`src/hw/sws_pkg.sv`:
```
/*
  Constants, register map and state codes for the slave watchdog and
  state control block. Assumes a single 100 MHz clock and a register
  port that addresses 16-bit registers by their printed offsets.
*/
package sws_pkg;
  localparam int REG_AW = 12;
  localparam logic [11:0] OFS_PRESCALER = 12'h400;
  localparam logic [11:0] OFS_LOCAL_COUNT = 12'h410;
  localparam logic [11:0] OFS_NET_COUNT = 12'h420;
  localparam logic [11:0] OFS_STATUS = 12'h430;
  localparam logic [11:0] OFS_STATE = 12'h440;
  localparam logic [15:0] RST_PRESCALER = 16'h09C2;
  localparam logic [15:0] RST_NET_COUNT = 16'h03E8;
  localparam logic [15:0] RST_LOCAL_COUNT = 16'h03E8;
  localparam logic [16:0] PRESC_EXTRA = 17'h00002;
  // Base tick 40 ns against the 10 ns system clock
  localparam int BASE_TICK_NS = 40;
  localparam int CLK_PERIOD_NS = 10;
  localparam int BASE_CYCLES = BASE_TICK_NS / CLK_PERIOD_NS;
  localparam logic [1:0] BASE_LAST = 2'(BASE_CYCLES - 1);
  localparam int OUT_W = 8;
  localparam int ST_BIT_NET = 0;
  localparam int ST_BIT_LOCAL = 1;
  typedef enum logic [1:0] {
    SWS_STARTUP = 2'b00,
    SWS_PREP = 2'b01,
    SWS_GUARDED = 2'b10,
    SWS_RUN = 2'b11
  } sws_state_t;
endpackage : sws_pkg

```
`src/hw/sws_top.sv`:
```
/*
  Watchdogs and communication state machine of the slave controller.
  Assumes accesses and requests arrive as one-cycle pulses on i_clk.
*/
`timescale 1ns/1ps
module sws_top (
  input wire logic i_clk,
  input wire logic i_reset_n,
  input wire logic i_reg_wr,
  input wire logic [sws_pkg::REG_AW-1:0] i_reg_addr,
  input wire logic [15:0] i_reg_wdata,
  output logic [15:0] o_reg_rdata,
  input wire logic i_pd_access,
  input wire logic i_local_access,
  input wire logic i_wdog_monitor_en,
  input wire logic [1:0] i_state_req,
  input wire logic i_state_req_valid,
  input wire logic i_mbx_cfg_ok,
  input wire logic i_pd_cfg_ok,
  input wire logic i_inputs_copied,
  input wire logic [sws_pkg::OUT_W-1:0] i_out_data,
  input wire logic [sws_pkg::OUT_W-1:0] i_safe_value,
  output logic o_copy_inputs,
  output logic o_mbx_allowed,
  output logic o_pd_allowed,
  output logic [1:0] o_state,
  output logic o_state_error,
  output logic o_net_triggered,
  output logic o_local_triggered,
  output logic [sws_pkg::OUT_W-1:0] o_outputs
);
  import sws_pkg::*;

  //////////////////////////////////////////////////////////////////////
  // Registers
  logic [15:0] presc_q, presc_d;
  logic [15:0] lcnt_q, lcnt_d;
  logic [15:0] ncnt_q, ncnt_d;

  always_comb begin
    presc_d = presc_q;
    lcnt_d = lcnt_q;
    ncnt_d = ncnt_q;
    if (i_reg_wr) begin
      unique case (i_reg_addr)
        OFS_PRESCALER: presc_d = i_reg_wdata;
        OFS_LOCAL_COUNT: lcnt_d = i_reg_wdata;
        OFS_NET_COUNT: ncnt_d = i_reg_wdata;
        default: ;
      endcase
    end
  end

  always_ff @(posedge i_clk or negedge i_reset_n) begin
    if (!i_reset_n) begin
      presc_q <= RST_PRESCALER;
      lcnt_q <= RST_LOCAL_COUNT;
      ncnt_q <= RST_NET_COUNT;
    end else begin
      presc_q <= presc_d;
      lcnt_q <= lcnt_d;
      ncnt_q <= ncnt_d;
    end
  end

  //////////////////////////////////////////////////////////////////////
  // Prescaler: base tick of 40 ns, then prescaler+2 base ticks
  logic [1:0] base_q, base_d;
  logic [16:0] pre_q, pre_d;
  logic tick_q, tick_d;
  logic base_end;

  assign base_end = (base_q == BASE_LAST);

  always_comb begin
    base_d = base_end ? 2'h0 : base_q + 2'h1;
    pre_d = pre_q;
    tick_d = 1'b0;
    if (base_end) begin
      if (pre_q + 17'h00001 >= {1'b0, presc_q} + PRESC_EXTRA) begin
        pre_d = '0;
        tick_d = 1'b1;
      end else begin
        pre_d = pre_q + 17'h00001;
      end
    end
  end

  always_ff @(posedge i_clk or negedge i_reset_n) begin
    if (!i_reset_n) begin
      base_q <= '0;
      pre_q <= '0;
      tick_q <= 1'b0;
    end else begin
      base_q <= base_d;
      pre_q <= pre_d;
      tick_q <= tick_d;
    end
  end

  //////////////////////////////////////////////////////////////////////
  // Watchdogs
  logic net_exp, local_exp;
  logic net_en, local_en;

  assign net_en = i_wdog_monitor_en && (ncnt_q != 16'h0000);
  assign local_en = i_wdog_monitor_en && (lcnt_q != 16'h0000);

  sws_wdog u_net_wdog (
    .i_clk(i_clk),
    .i_reset_n(i_reset_n),
    .i_tick(tick_q),
    .i_kick(i_pd_access && o_pd_allowed),
    .i_count(ncnt_q),
    .i_enable(net_en),
    .o_expired(net_exp)
  );

  sws_wdog u_local_wdog (
    .i_clk(i_clk),
    .i_reset_n(i_reset_n),
    .i_tick(tick_q),
    .i_kick(i_local_access),
    .i_count(lcnt_q),
    .i_enable(local_en),
    .o_expired(local_exp)
  );

  //////////////////////////////////////////////////////////////////////
  // Slave state machine
  sws_state_t st_q, st_d;
  logic err_q, err_d;
  logic pend_q, pend_d;

  always_comb begin
    st_d = st_q;
    err_d = err_q;
    pend_d = pend_q;
    if (pend_q) begin
      if (i_inputs_copied) begin
        st_d = SWS_GUARDED;
        pend_d = 1'b0;
      end
    end else if (i_state_req_valid) begin
      err_d = 1'b0;
      unique case (sws_state_t'(i_state_req))
        SWS_STARTUP: begin
          st_d = SWS_STARTUP;
        end
        SWS_PREP: begin
          if (st_q == SWS_STARTUP && !i_mbx_cfg_ok) begin
            err_d = 1'b1;
          end else if (st_q != SWS_PREP) begin
            st_d = SWS_PREP;
          end
        end
        SWS_GUARDED: begin
          if (st_q == SWS_PREP && i_pd_cfg_ok) begin
            pend_d = 1'b1;
          end else if (st_q == SWS_RUN) begin
            st_d = SWS_GUARDED;
          end else if (st_q != SWS_GUARDED) begin
            err_d = 1'b1;
          end
        end
        SWS_RUN: begin
          if (st_q == SWS_GUARDED) begin
            st_d = SWS_RUN;
          end else if (st_q != SWS_RUN) begin
            err_d = 1'b1;
          end
        end
      endcase
    end
  end

  always_ff @(posedge i_clk or negedge i_reset_n) begin
    if (!i_reset_n) begin
      st_q <= SWS_STARTUP;
      err_q <= 1'b0;
      pend_q <= 1'b0;
    end else begin
      st_q <= st_d;
      err_q <= err_d;
      pend_q <= pend_d;
    end
  end

  //////////////////////////////////////////////////////////////////////
  // Traffic gates, taken from the next state so they change with st_q
  logic mbx_q, mbx_d;
  logic pd_q, pd_d;

  always_comb begin
    mbx_d = (st_d != SWS_STARTUP);
    // process traffic in guarded and run
    pd_d = (st_d == SWS_GUARDED) || (st_d == SWS_RUN);
  end

  always_ff @(posedge i_clk or negedge i_reset_n) begin
    if (!i_reset_n) begin
      mbx_q <= 1'b0;
      pd_q <= 1'b0;
    end else begin
      mbx_q <= mbx_d;
      pd_q <= pd_d;
    end
  end

  assign o_mbx_allowed = mbx_q;
  assign o_pd_allowed = pd_q;
  assign o_copy_inputs = pend_q;
  assign o_state = st_q;
  assign o_state_error = err_q;
  assign o_net_triggered = net_exp;
  assign o_local_triggered = local_exp;

  //////////////////////////////////////////////////////////////////////
  // Outputs
  logic [OUT_W-1:0] out_q, out_d;
  logic drive_ok;

  always_comb begin
    drive_ok = (st_q == SWS_RUN) || (st_q == SWS_GUARDED && !i_wdog_monitor_en);
    out_d = i_out_data;
    if (!drive_ok || net_exp || local_exp) begin
      out_d = i_safe_value;
    end
  end

  always_ff @(posedge i_clk or negedge i_reset_n) begin
    if (!i_reset_n) begin
      out_q <= '0;
    end else begin
      out_q <= out_d;
    end
  end

  assign o_outputs = out_q;

  //////////////////////////////////////////////////////////////////////
  // Read mux, registered: the value at an offset shows one edge later
  logic [15:0] rdata_q, rdata_d;

  always_comb begin
    rdata_d = 16'h0000;
    unique case (i_reg_addr)
      OFS_PRESCALER: rdata_d = presc_q;
      OFS_LOCAL_COUNT: rdata_d = lcnt_q;
      OFS_NET_COUNT: rdata_d = ncnt_q;
      OFS_STATUS: begin
        rdata_d[ST_BIT_NET] = net_exp;
        rdata_d[ST_BIT_LOCAL] = local_exp;
      end
      OFS_STATE: rdata_d[1:0] = st_q;
      default: ;
    endcase
  end

  always_ff @(posedge i_clk or negedge i_reset_n) begin
    if (!i_reset_n) begin
      rdata_q <= '0;
    end else begin
      rdata_q <= rdata_d;
    end
  end

  assign o_reg_rdata = rdata_q;
endmodule : sws_top

```
`src/hw/sws_wdog.sv`:
```
/*
  One watchdog timer: counts prescaled ticks and latches an expiry flag.
  Assumes the tick strobe comes from the shared prescaler on one clock.
*/
`timescale 1ns/1ps
module sws_wdog (
  input wire logic i_clk,
  input wire logic i_reset_n,
  input wire logic i_tick,
  input wire logic i_kick,
  input wire logic [15:0] i_count,
  input wire logic i_enable,
  output logic o_expired
);
  import sws_pkg::*;
  logic [15:0] cnt_q, cnt_d;
  logic exp_q, exp_d;

  always_comb begin
    cnt_d = cnt_q;
    exp_d = exp_q;
    if (i_kick || !i_enable) begin
      cnt_d = '0;
      exp_d = 1'b0;
    end else if (i_tick && !exp_q) begin
      if (cnt_q + 16'h0001 >= i_count) begin
        exp_d = 1'b1;
      end else begin
        cnt_d = cnt_q + 16'h0001;
      end
    end
  end

  always_ff @(posedge i_clk or negedge i_reset_n) begin
    if (!i_reset_n) begin
      cnt_q <= '0;
      exp_q <= 1'b0;
    end else begin
      cnt_q <= cnt_d;
      exp_q <= exp_d;
    end
  end

  assign o_expired = exp_q;
endmodule : sws_wdog

```
`config.mk`:
```
export PLATFORM = sky130hd
export DESIGN_NAME = sws_top
export DESIGN_NICKNAME = d
export VERILOG_FILES = /design/src/hw/sws_pkg.sv /design/src/hw/sws_top.sv /design/src/hw/sws_wdog.sv
export SDC_FILE = /design/constraint.sdc
export NUM_CORES = 1
export LEC_CHECK = 0
export ABC_AREA = 1
export BUFFER_PORTS_ARGS = -buffer_cell sky130_fd_sc_hd__buf_2
export CAP_MARGIN = 20
export CORE_MARGIN = 2
export CORE_UTILIZATION = 65
export CTS_CLUSTER_SIZE = 40
export DETAILED_ROUTE_END_ITERATION = 12
export PLACE_DENSITY = 0.88
export SYNTH_ARGS = -nofsm -noshare
export SYNTH_HDL_FRONTEND = slang
export SYNTH_HIERARCHICAL = 1
export SYNTH_SLANG_ARGS = --single-unit
```
`constraint.sdc`:
```
create_clock -name i_clk -period 5 [get_ports i_clk]
set_clock_uncertainty 0.05 [all_clocks]
set_input_delay 0.25 -clock i_clk [delete_from_list [all_inputs] [get_ports i_clk]]
set_output_delay 0.25 -clock i_clk [all_outputs]
set_load 0.1 [all_outputs]
```
==> impl_results.md, run 1 <==
* Status: completed
* Req. time, crit path at 5.22 ns
* Maximum root-to-sink buffer count at 2
* Max_cap viols at 0
* Worst rel slew slack at 30.28%
* Iteration count of the initial detailed-routing pass at 6
* CTS resizes at 0
* Seq/Total Area, Yosys at 38.87%
* Fin crit period at 3.289 ns
* Utilization after layout at 77.12%
* Routed length on met3 at 1.260 mm
* Layout cells sized above 1 at 16.04%
* CTS tree: yes
* Die Span Y at 118.7 um
* Kind of critical path: reg2reg
* Met1 WL at 8.956 mm
* Vias in the first global route at 7622
* Syn Inst Count at 1145
* Ys async rst share at 100.0%
* 1st-iter DRT viols at 1031
* Core footprint at 0.01272 mm^2
* Post-synth net total at 1255
* Die ar. at 0.01409 mm^2
* Synth warnings at 6
* # fillers at 881
* Die width at 118.7 um
* Vias at 7958
* Clock network latency to the later pin of the worst-skew pair at 0.43 ns
* Uppermost layer routed: met4
* Critical Path AT at 3.51 ns
* Area grow syn2layout at 14.73%
* CTS sink cnt at 132
* Final nets at 1350
* FP Rows at 41
* Endpoints failing setup at 0
* CP endpoint kind: flop
* Power per cell area at 275.5 mW/mm^2
* Crit start category: flop
* RSZ-0062 raised after global routing: false
* Slew Limit Fails at 0
* Fmax at 304.1 MHz
* Initial antenna violation count at 0
* Met2 WL at 11.16 mm
* Worst slew pin tran at 1.043 ns
* Initial Util at 67.22%
* Avg WL per Cell at 15.62 um
* Avg Vias per Cell at 5.585
* GRT Total Usage at 32.29%
* Congestion Overflow GR at 0
* IO Count at 88
* Inserted Clock Buffers at 17
* Synth cell types at 46
* Largest net degree at the start of global routing at 85
* Post-synthesis register bit count at 132
* Global-route wire length before repair at 36.29 mm
* Placer Congestion at 0.9046
* Synth area leaders: dfrtp_1 (34%), nand2_1 (14%), inv_1 (8.5%)
* Leakage at 5.034 nW
* Avg Inst Size Synth at 7.469 um^2
* Root buf cell: clkbuf_16
* Top post-synthesis cells by count: nand2_1 (324), inv_1 (193), dfrtp_1 (115), nor2_1 (106), nand3_1 (66)
* Post-Route WL at 22.26 mm
* Detail Route Antenna Nets at 0
* I/O Buffers at 87
* Top-count cell post-synth: nand2_1
* Top FF cell, synth: dfrtp_1
* EDFF count, synth at 0
* Synth area leader: dfrtp_1
* HP Class: in2reg
* Final Hold Fails at 0
* Depth of the CTS H-tree at 4
* Drt drc at 0
* Top cell type's share of synthesized area at 33.65%
* Crit Path Max Fanout at 13
* Post-Route Setup TNS at 0 ns
* Final period util at 65.77%
* Design Power at 2.704 mW
* Detail Placement HPWL at 14.92 mm
* Antenna Cells at 0
* VDD IR-drop max at 0.0002459 V
* CTS clk-pin slew, worst paths at 0.06 ns
* Mapped Area at 0.008552 mm^2
[state kept, by name, summed over array words and instances (netlist names)]
register	flops
base_q	2
o_state	2
pre_q	17
o_reg_rdata	16
o_outputs	8
o_mbx_allowed	1
u_net_wdog/o_expired	1
lcnt_q	16
u_local_wdog/cnt_q	16
o_pd_allowed	1
tick_q	1
o_state_error	1
presc_q	16
ncnt_q	16
o_copy_inputs	1
u_local_wdog/o_expired	1
u_net_wdog/cnt_q	16
[repair_timing]
item	in CTS	in global routing
buffers inserted	0	0
hold buffers	8	0
endpoints found under the setup margin	0	0
hold endpoints to repair	46	0
[layout make-up]
type,count,area (um^2),area share [%]
clock buffer,19,442.9,4.514
clock inverter,13,151.4,1.543
inverter,198,743.2,7.575
multi-input combinational,792,4359,44.43
sequential,132,3324,33.88
tap,172,215.2,2.193
timing repair buffer,99,575.6,5.866
[worst max-delay path, cell delays in order, from the launching register on]
cell and delay, ns:
dfstp_2 0.58, ha_1 0.20, nand2_1 0.06, nor2_1 0.23
nand2_1 0.14, nor3_2 0.21, nand3b_1 0.12, nand2_1 0.08
inv_1 0.04, ha_1 0.26, nand2_1 0.06, nor2_1 0.14
nand2_1 0.09, inv_1 0.07, nand2_1 0.06, nand3_1 0.07
nor2_1 0.05, nor2_2 0.48, nor2_1 0.14
[report_power, final]
| part | total (mW) | internal (mW) | switching (mW) | leakage, nW |
|---|---|---|---|---|
| registers | 1.12 | 1.09 | 0.0285 | 1.75 |
| clock network | 1.27 | 0.755 | 0.511 | 0.282 |
| logic | 0.319 | 0.0863 | 0.232 | 3.00 |
| total | 2.70 | 1.93 | 0.772 | 5.03 |
[layer usage]
metal,vias to the layer above,GRT usage (%)
met5,-,0
li1,3799,-
met1,3738,39.67
met4,0,14.81
met2,353,55.14
met3,68,5.888
[through the flow]
| step | hold slack, ns | setup WS [ns] | area, um^2 | std cells |
|---|---|---|---|---|
| floorplan | -0.09559 | 2.311 | 8552 | 1145 |
| global placement | -0.01334 | 1.921 | 9095 | 1383 |
| detailed placement | -0.01325 | 1.795 | 9095 | 1383 |
| CTS | 0.001555 | 1.728 | 9769 | 1423 |
| global route | 0.002678 | 1.447 | 9812 | 1425 |
| finish | 0.004281 | 1.711 | 9812 | 1425 |
[cells in the final DEF, fill, tap and decap left out, drive strengths merged]
cell and n:
nor3 9, or2 6, buf 91, mux2i 2
dlygate4sd3 8, nand4 18, o211ai 5, nor4 4
clkbuf 19, and3b 1, nand3b 1, o221ai 8
clkinvlp 3, xnor2 3, xor2 35, dfstp 17
nor2 123, clkinv 5, a31o 2, a21o 2
o21bai 2, bufinv 2, ha 54, a31oi 2
inv 201, and2 1, o32ai 1, nand2 331
mux2 9, o21a 1, nand3 82, o31ai 1
dfrtp 115, o21ai 71, a21oi 18
[final timing paths]
path	start	to	slack, ns	cells past startpoint
max in group asynchronous	i_reset_n	ncnt_q[3]$_DFFE_PN1P_	3.87	4
min reg2reg	base_q[0]$_DFF_PN0_	base_q[0]$_DFF_PN0_	0.38	1
min in group asynchronous	i_reset_n	o_outputs[4]$_DFF_PN0_	0.09	2
max	presc_q[1]$_DFFE_PN1P_	pre_q[7]$_DFFE_PN0P_	1.71	18
max reg2reg	presc_q[1]$_DFFE_PN1P_	pre_q[7]$_DFFE_PN0P_	1.71	18
min	i_out_data[2]	o_outputs[2]$_DFF_PN0_	0.004	2
[logic make-up after synthesis]
| kind of cell | synth area share (%) |
|---|---|
| xor+xnor | 3.980 |
| simple gates | 30.14 |
| buf+inv | 10.15 |
| flops | 38.87 |
| fa+ha+maj | 7.901 |
| mux | 1.419 |
| compound gates | 7.535 |
Power figures use the tool's default switching activity.
==> run 2, diff against run 1 <==
--- a/config.mk
+++ b/config.mk
@@ -5,14 +5,14 @@
 export SDC_FILE = /design/constraint.sdc
 export NUM_CORES = 1
 export LEC_CHECK = 0
-export ABC_AREA = 1
+export ABC_AREA = 0
 export BUFFER_PORTS_ARGS = -buffer_cell sky130_fd_sc_hd__buf_2
 export CAP_MARGIN = 20
 export CORE_MARGIN = 2
-export CORE_UTILIZATION = 65
+export CORE_UTILIZATION = 60
 export CTS_CLUSTER_SIZE = 40
 export DETAILED_ROUTE_END_ITERATION = 12
-export PLACE_DENSITY = 0.88
+export PLACE_DENSITY = 0.82
 export SYNTH_ARGS = -nofsm -noshare
 export SYNTH_HDL_FRONTEND = slang
 export SYNTH_HIERARCHICAL = 1
==> constraint.sdc (replaced) <==
create_clock -name i_clk -period 3.2 [get_ports i_clk]
set_clock_uncertainty 0.05 [all_clocks]
set_input_delay 0.16 -clock i_clk [delete_from_list [all_inputs] [get_ports i_clk]]
set_output_delay 0.16 -clock i_clk [all_outputs]
set_load 0.1 [all_outputs]
==> impl_results.md, run 2 <==
* Kind of critical path: reg2reg
* Status: complete, but fails checks
* Clock network latency to the later pin of the worst-skew pair at 0.44 ns
* Critical Path AT at 3.80 ns
* CTS sink cnt at 132
* Die width at 120.2 um
* Top-count cell post-synth: dfrtp_1
* Worst R2R Setup Slack at -0.31 ns
* Inserted Clock Buffers at 17
* Root buf cell: clkbuf_16
* Max FFs per register at 17
* Max_cap viols at 0
* Post-route worst setup slack at -0.3078 ns
* Drt drc at 0
* Synth area leaders: dfrtp_1 (36%), ha_1 (8.3%), mux2_2 (7.6%)
* Final nets at 1159
* Crit Path Max Fanout at 5
* CTS clk-pin slew, worst paths at 0.06 ns
* VDD IR-drop max at 0.0004385 V
* GRT Total Usage at 34.39%
* 1st-iter DRT viols at 1153
* Worst rel slew slack at 39.87%
* # fillers at 604
* Sw frac at 31.14%
* GR peak layer: met2
* Combinational fraction of design power at 20.5%
* Final Hold Fails at 0
* Syn Inst Count at 812
* Top FF cell, synth: dfrtp_1
* Slew Limit Fails at 0
* Area grow syn2layout at 37.06%
* IO Count at 88
* Final period util at 109.6%
* Synth cell types at 61
* Power per cell area at 416.6 mW/mm^2
* Antenna Cells at 0
* Most flops, register: pre_q
* Die ar. at 0.01445 mm^2
* Utilization after layout at 84.17%
* Fmax at 285.1 MHz
* GR Util met3 at 7.500%
* Mapped Area at 0.008100 mm^2
* HP Class: in2reg
* Layout cells sized above 1 at 39.17%
* Depth of the CTS H-tree at 4
* Placer Congestion at 0.9058
* Synth area leader: dfrtp_1
* Global-route wire length before repair at 38.70 mm
* Net Switching at 1.440 mW
* Vias at 8337
* Clock Power Share at 41.0%
* Avg Inst Size Synth at 9.976 um^2
* Detail Route Antenna Nets at 0
* Iteration count of the initial detailed-routing pass at 6
* Met1 Track Usage GR at 42.38%
* FP Rows at 42
* Top cell type's share of synthesized area at 35.53%
* Initial Util at 61.41%
* RSZ-0062 raised after global routing: true
* Ys async rst share at 100.0%
* Congestion Overflow GR at 0
* Seq/Total Area, Yosys at 41.04%
* Core footprint at 0.01319 mm^2
* Share of power burned in registers at 38.5%
* Endpoints failing setup at 52
* Leakage at 5.164 nW
* EDFF count, synth at 0
* Die Span Y at 120.2 um
* Post-synth net total at 922
* Post-Route WL at 29.48 mm
* Most frequent cells in the layout: dfrtp_1 (110), buf_4 (106), buf_2 (86)
* Synth warnings at 6
* Commonest non-fill, non-tap cell in the layout: dfrtp_1
* Largest net degree at the start of global routing at 76
* Grt met2 use at 57.32%
* CP endpoint kind: flop
* Maximum root-to-sink buffer count at 2
* CTS tree: yes
* Detail Placement HPWL at 15.41 mm
* Initial antenna violation count at 0
* Worst slew pin tran at 0.9019 ns
* Vias in the first global route at 7764
* Failing checks: negative setup slack
* I/O Buffers at 87
* Top post-synthesis cells by count: dfrtp_1 (115), inv_1 (60), nor2_1 (59), mux2_2 (55), ha_1 (54)
* Hold_ws at 0.01209 ns
* Avg Vias per Cell at 6.734
* Fin crit period at 3.508 ns
* Pint at 3.185 mW
* Req. time, crit path at 3.49 ns
* Crit start category: flop
* Avg WL per Cell at 23.81 um
* Post-synthesis register bit count at 132
==> run 2: what timing repair did <==
item / CTS / global route
pin swaps: 25 / 75
hold buffers: 37 / 0
resized for setup: 42 / 90
endpoints found under the setup margin: 44 / 52
gates cloned: 1 / 2
setup buffers: 12 / 24
hold endpoints to repair: 119 / 0
==> run 2: routing by layer <==
layer	wire length (um)	vias to the layer above
met2	14120	667
met5	0	-
met1	10320	4019
met3	2844	227
li1	-	3424
met4	2193	0
==> run 2: final timing paths <==
check	start	end	depth (start not counted)
max	u_local_wdog/cnt_q[1]$_DFFE_PN0P_	u_local_wdog/cnt_q[15]$_DFFE_PN0P_	13
min	i_state_req_valid	o_state_error$_DFFE_PN0P_	3
max reg2reg	u_local_wdog/cnt_q[1]$_DFFE_PN0P_	u_local_wdog/cnt_q[15]$_DFFE_PN0P_	13
min reg2reg	base_q[0]$_DFF_PN0_	base_q[0]$_DFF_PN0_	1
max in group asynchronous	i_reset_n	presc_q[1]$_DFFE_PN1P_	3
min in group asynchronous	i_reset_n	pre_q[0]$_DFFE_PN0P_	2
==> run 2: critical path, stage by stage, from the launching register on <==
cell and delay (ns):
dfrtp_1 0.47, nand3_2 0.16, nor2_4 0.17, and3_4 0.20, and3_4 0.20, xnor2_2 0.06
ha_1 0.31, a21o_1 0.19, a221o_1 0.35, a21oi_2 0.29, nand3_4 0.16, buf_6 0.16
or4_1 0.49, a21oi_1 0.15
==> run 2: cells by family after synthesis <==
logic type / synth area share, %
muxes: 10.12
xor gates and xnor gates: 5.406
buffers and inverters: 5.113
and+or+nand+nor: 17.72
adders and majority gates: 8.341
DFF: 41.04
AOI/OAI and AO/OA: 12.26
==> run 2: layout make-up <==
| cell class | count | area (um^2) | area share (%) |
|---|---|---|---|
| clock buffer | 22 | 474.2 | 4.271 |
| clock inverter | 10 | 81.33 | 0.7326 |
| inverter | 60 | 225.2 | 2.029 |
| multi-input combinational | 592 | 4974 | 44.80 |
| sequential | 132 | 3331 | 30.00 |
| tap | 176 | 220.2 | 1.984 |
| timing repair buffer | 246 | 1797 | 16.18 |
==> run 2: stage by stage <==
step	cells	instance area, um^2	TNS [ns]	setup slack (ns)	power (mW)
finish	1238	11100	-7.280	-0.3078	4.625
global route	1238	11100	-11.09	-0.3396	4.747
CTS	1212	10490	-0.4004	-0.05020	4.462
detailed placement	1131	9303	-2.118	-0.1536	2.526
global placement	1131	9303	-0.3993	-0.08105	2.516
floorplan	812	8173	0	0.006333	2.269
==> run 2: power by group through the flow <==
stage,clock network (mW),logic (mW),registers [mW]
final,1.90,0.949,1.78
after global routing,1.97,0.989,1.79
after CTS,1.88,0.813,1.77
after detailed placement,0,0.728,1.80
after global placement,0,0.720,1.80
after floorplan,0,0.249,2.02
==> run 3, diff against run 2 <==
--- a/config.mk
+++ b/config.mk
@@ -8,8 +8,10 @@
 export ABC_AREA = 0
 export BUFFER_PORTS_ARGS = -buffer_cell sky130_fd_sc_hd__buf_2
 export CAP_MARGIN = 20
+export CELL_PAD_IN_SITES_DETAIL_PLACEMENT = 1
+export CELL_PAD_IN_SITES_GLOBAL_PLACEMENT = 1
 export CORE_MARGIN = 2
-export CORE_UTILIZATION = 60
+export CORE_UTILIZATION = 47
 export CTS_CLUSTER_SIZE = 40
 export DETAILED_ROUTE_END_ITERATION = 12
 export PLACE_DENSITY = 0.82
==> impl_results.md, run 3 (synthesis gave the netlist of run 2 again) <==
* Most frequent cells in the layout: buf_4 (129), dfrtp_1 (110), buf_2 (86)
* Slowest-stage cell, CP: nor4b_1
* Root buf cell: clkbuf_16
* Layout cells sized above 1 at 44.39%
* Fin crit period at 3.839 ns
* Die ar. at 0.01830 mm^2
* Detail Route Antenna Nets at 0
* CTS sink cnt at 132
* I/O Buffers at 87
* Leakage at 5.411 nW
* Commonest non-fill, non-tap cell in the layout: buf_4
* Area grow syn2layout at 44.44%
* GRT Total Usage at 38.50%
* Pint at 3.290 mW
* Congestion Overflow GR at 0
* Worst Path Buf+Inv at 3
* Endpoints failing setup at 52
* Utilization after layout at 68.60%
* Initial antenna violation count at 5
* Vias in the first global route at 9050
* Largest net degree at the start of global routing at 73
* Iteration count of the initial detailed-routing pass at 5
* Crit path largest cell delay at 0.61 ns
* Share of power burned in registers at 35.3%
* Kind of critical path: reg2reg
* Max FFs per register at 17
* Clock network latency to the later pin of the worst-skew pair at 0.46 ns
* Worst rel slew slack at 15.55%
* Slew Limit Fails at 0
* Grt met2 use at 65.09%
* CP endpoint kind: flop
* Most used cell, CP: buf_4
* IO Count at 88
* Post-Layout Cell Count at 1314
* Final Hold Fails at 0
* Final nets at 1185
* Placed Cells incl. Taps at 1192
* Avg Vias per Cell at 6.992
* Sw frac at 34.93%
* Critical Path AT at 4.14 ns
* Req. time, crit path at 3.50 ns
* Initial Util at 47.49%
* CTS tree: yes
* Core footprint at 0.01706 mm^2
* CP cell instances: ha_4 -> nand4_4 -> nor3_4 -> and3_4 -> nand3_4 -> xnor2_2 -> ha_1 -> buf_4 -> nand2_1 -> o21ai_1 -> buf_4 -> nor4b_1 -> buf_4 -> o211ai_1 -> o21ai_1
* Post-Route WL at 44.93 mm
* 1st-iter DRT viols at 1122
* CTS clk-pin slew, worst paths at 0.07 ns
* GR peak layer: met2
* HP Class: in2reg
* GR Util met3 at 7.707%
* Die width at 135.3 um
* Final period util at 120.0%
* Clock Power Share at 42.8%
* Worst slew pin tran at 1.255 ns
* Max_cap viols at 0
* Status: complete, but fails checks
* Drt drc at 0
* VDD IR-drop max at 0.0004182 V
* Placer Congestion at 0.8737
* Avg WL per Cell at 34.19 um
* Net Switching at 1.766 mW
* Vias at 9188
* RSZ-0062 raised after global routing: true
* Power per cell area at 432.2 mW/mm^2
* Maximum root-to-sink buffer count at 2
* CP delay by family, top: simple AND/OR/NAND/NOR gates
* Met1 Track Usage GR at 45.54%
* Fmax at 260.5 MHz
* Crit start category: flop
* Inserted Clock Buffers at 17
* FP Rows at 48
* Combinational fraction of design power at 21.9%
* Die Span Y at 135.3 um
* Post-route worst setup slack at -0.6395 ns
* Crit Path Max Fanout at 7
* Failing checks: negative setup slack
* Most flops, register: pre_q
* Design Power at 5.057 mW
* Detail Placement HPWL at 18.72 mm
* Depth of the CTS H-tree at 4
* Global-route wire length before repair at 52.97 mm
==> run 3: cell count changes in the layout (fill, tap and decap cells not counted), sizes merged <==
cell      previous run  this run
buf                209       235
inv                 60        66
clkbuf              22        18
clkinv               8         4
bufinv               1         2
clkinvlp             1         2
diode                0         1
==> run 3: layout make-up <==
class / instances / area [um^2]
well taps: 225 / 281.5
repair buffers: 272 / 1994
inverters: 60 / 225.2
diodes: 1 / 2.502
clock inverters: 14 / 167.7
flip-flops and latches: 132 / 3331
fillers: 1779 / 5356
multi-input cells: 592 / 5259
clock buffers: 18 / 439.2
==> run 3: layer usage <==
metal  part of all wire [%]  vias to the layer above
met4                     10                        6
met3                     10                      396
met2                     45                      853
met5                  0.082                        -
li1                       -                     3475
met1                     34                     4458
==> run 3: power groups by stage <==
stage | logic (mW) | clock network (mW) | registers, mW
floorplan | 0.249 | 0 | 2.02
detailed placement | 0.754 | 0 | 1.80
finish | 1.11 | 2.16 | 1.79
global placement | 0.734 | 0 | 1.79
global route | 1.13 | 2.20 | 1.79
CTS | 0.841 | 2.06 | 1.77
==> run 3: final timing paths <==
| kind | cells after the start | endpoint | from | slack (ns) |
|---|---|---|---|---|
| max | 15 | u_net_wdog/cnt_q[10]$_DFFE_PN0P_ | u_net_wdog/cnt_q[1]$_DFFE_PN0P_ | -0.64 |
| min | 3 | o_state_error$_DFFE_PN0P_ | i_state_req[1] | 0.10 |
| max reg2reg | 15 | u_net_wdog/cnt_q[10]$_DFFE_PN0P_ | u_net_wdog/cnt_q[1]$_DFFE_PN0P_ | -0.64 |
| min reg2reg | 1 | base_q[0]$_DFF_PN0_ | base_q[0]$_DFF_PN0_ | 0.41 |
| max in group asynchronous | 3 | presc_q[11]$_DFFE_PN1P_ | i_reset_n | 1.93 |
| min in group asynchronous | 2 | pre_q[6]$_DFFE_PN0P_ | i_reset_n | 0.27 |
==> run 3: worst register-to-register path: stages, from the launching register on <==
cell	delay (ns)
dfrtp_2	0.46
ha_4	0.18
nand4_4	0.14
nor3_4	0.20
and3_4	0.26
nand3_4	0.10
xnor2_2	0.16
ha_1	0.31
buf_4	0.16
nand2_1	0.10
o21ai_1	0.18
buf_4	0.20
nor4b_1	0.61
buf_4	0.33
o211ai_1	0.14
o21ai_1	0.18
==> run 3: metrics by stage <==
step / area (um^2) / hold slack, ns / setup TNS [ns] / setup WS [ns]
detailed placement: 9442 / 0.1874 / -3.207 / -0.2247
CTS: 10890 / 0.01559 / -0.4185 / -0.05378
global placement: 9442 / 0.1814 / -0.9737 / -0.1378
global route: 11700 / 0.1213 / -22.64 / -0.6251
finish: 11700 / 0.1031 / -22.57 / -0.6395
floorplan: 8173 / -0.1856 / 0 / 0.006333
==> run 3: timing repair <==
| item | in CTS | in global routing |
|---|---|---|
| setup buffers | 24 | 26 |
| pin swaps | 22 | 66 |
| hold buffers | 37 | 0 |
| cloned | 1 | 1 |
| gates resized for setup | 63 | 123 |
| hold endpoints to repair | 107 | 0 |
| setup endpoints to repair | 50 | 52 |
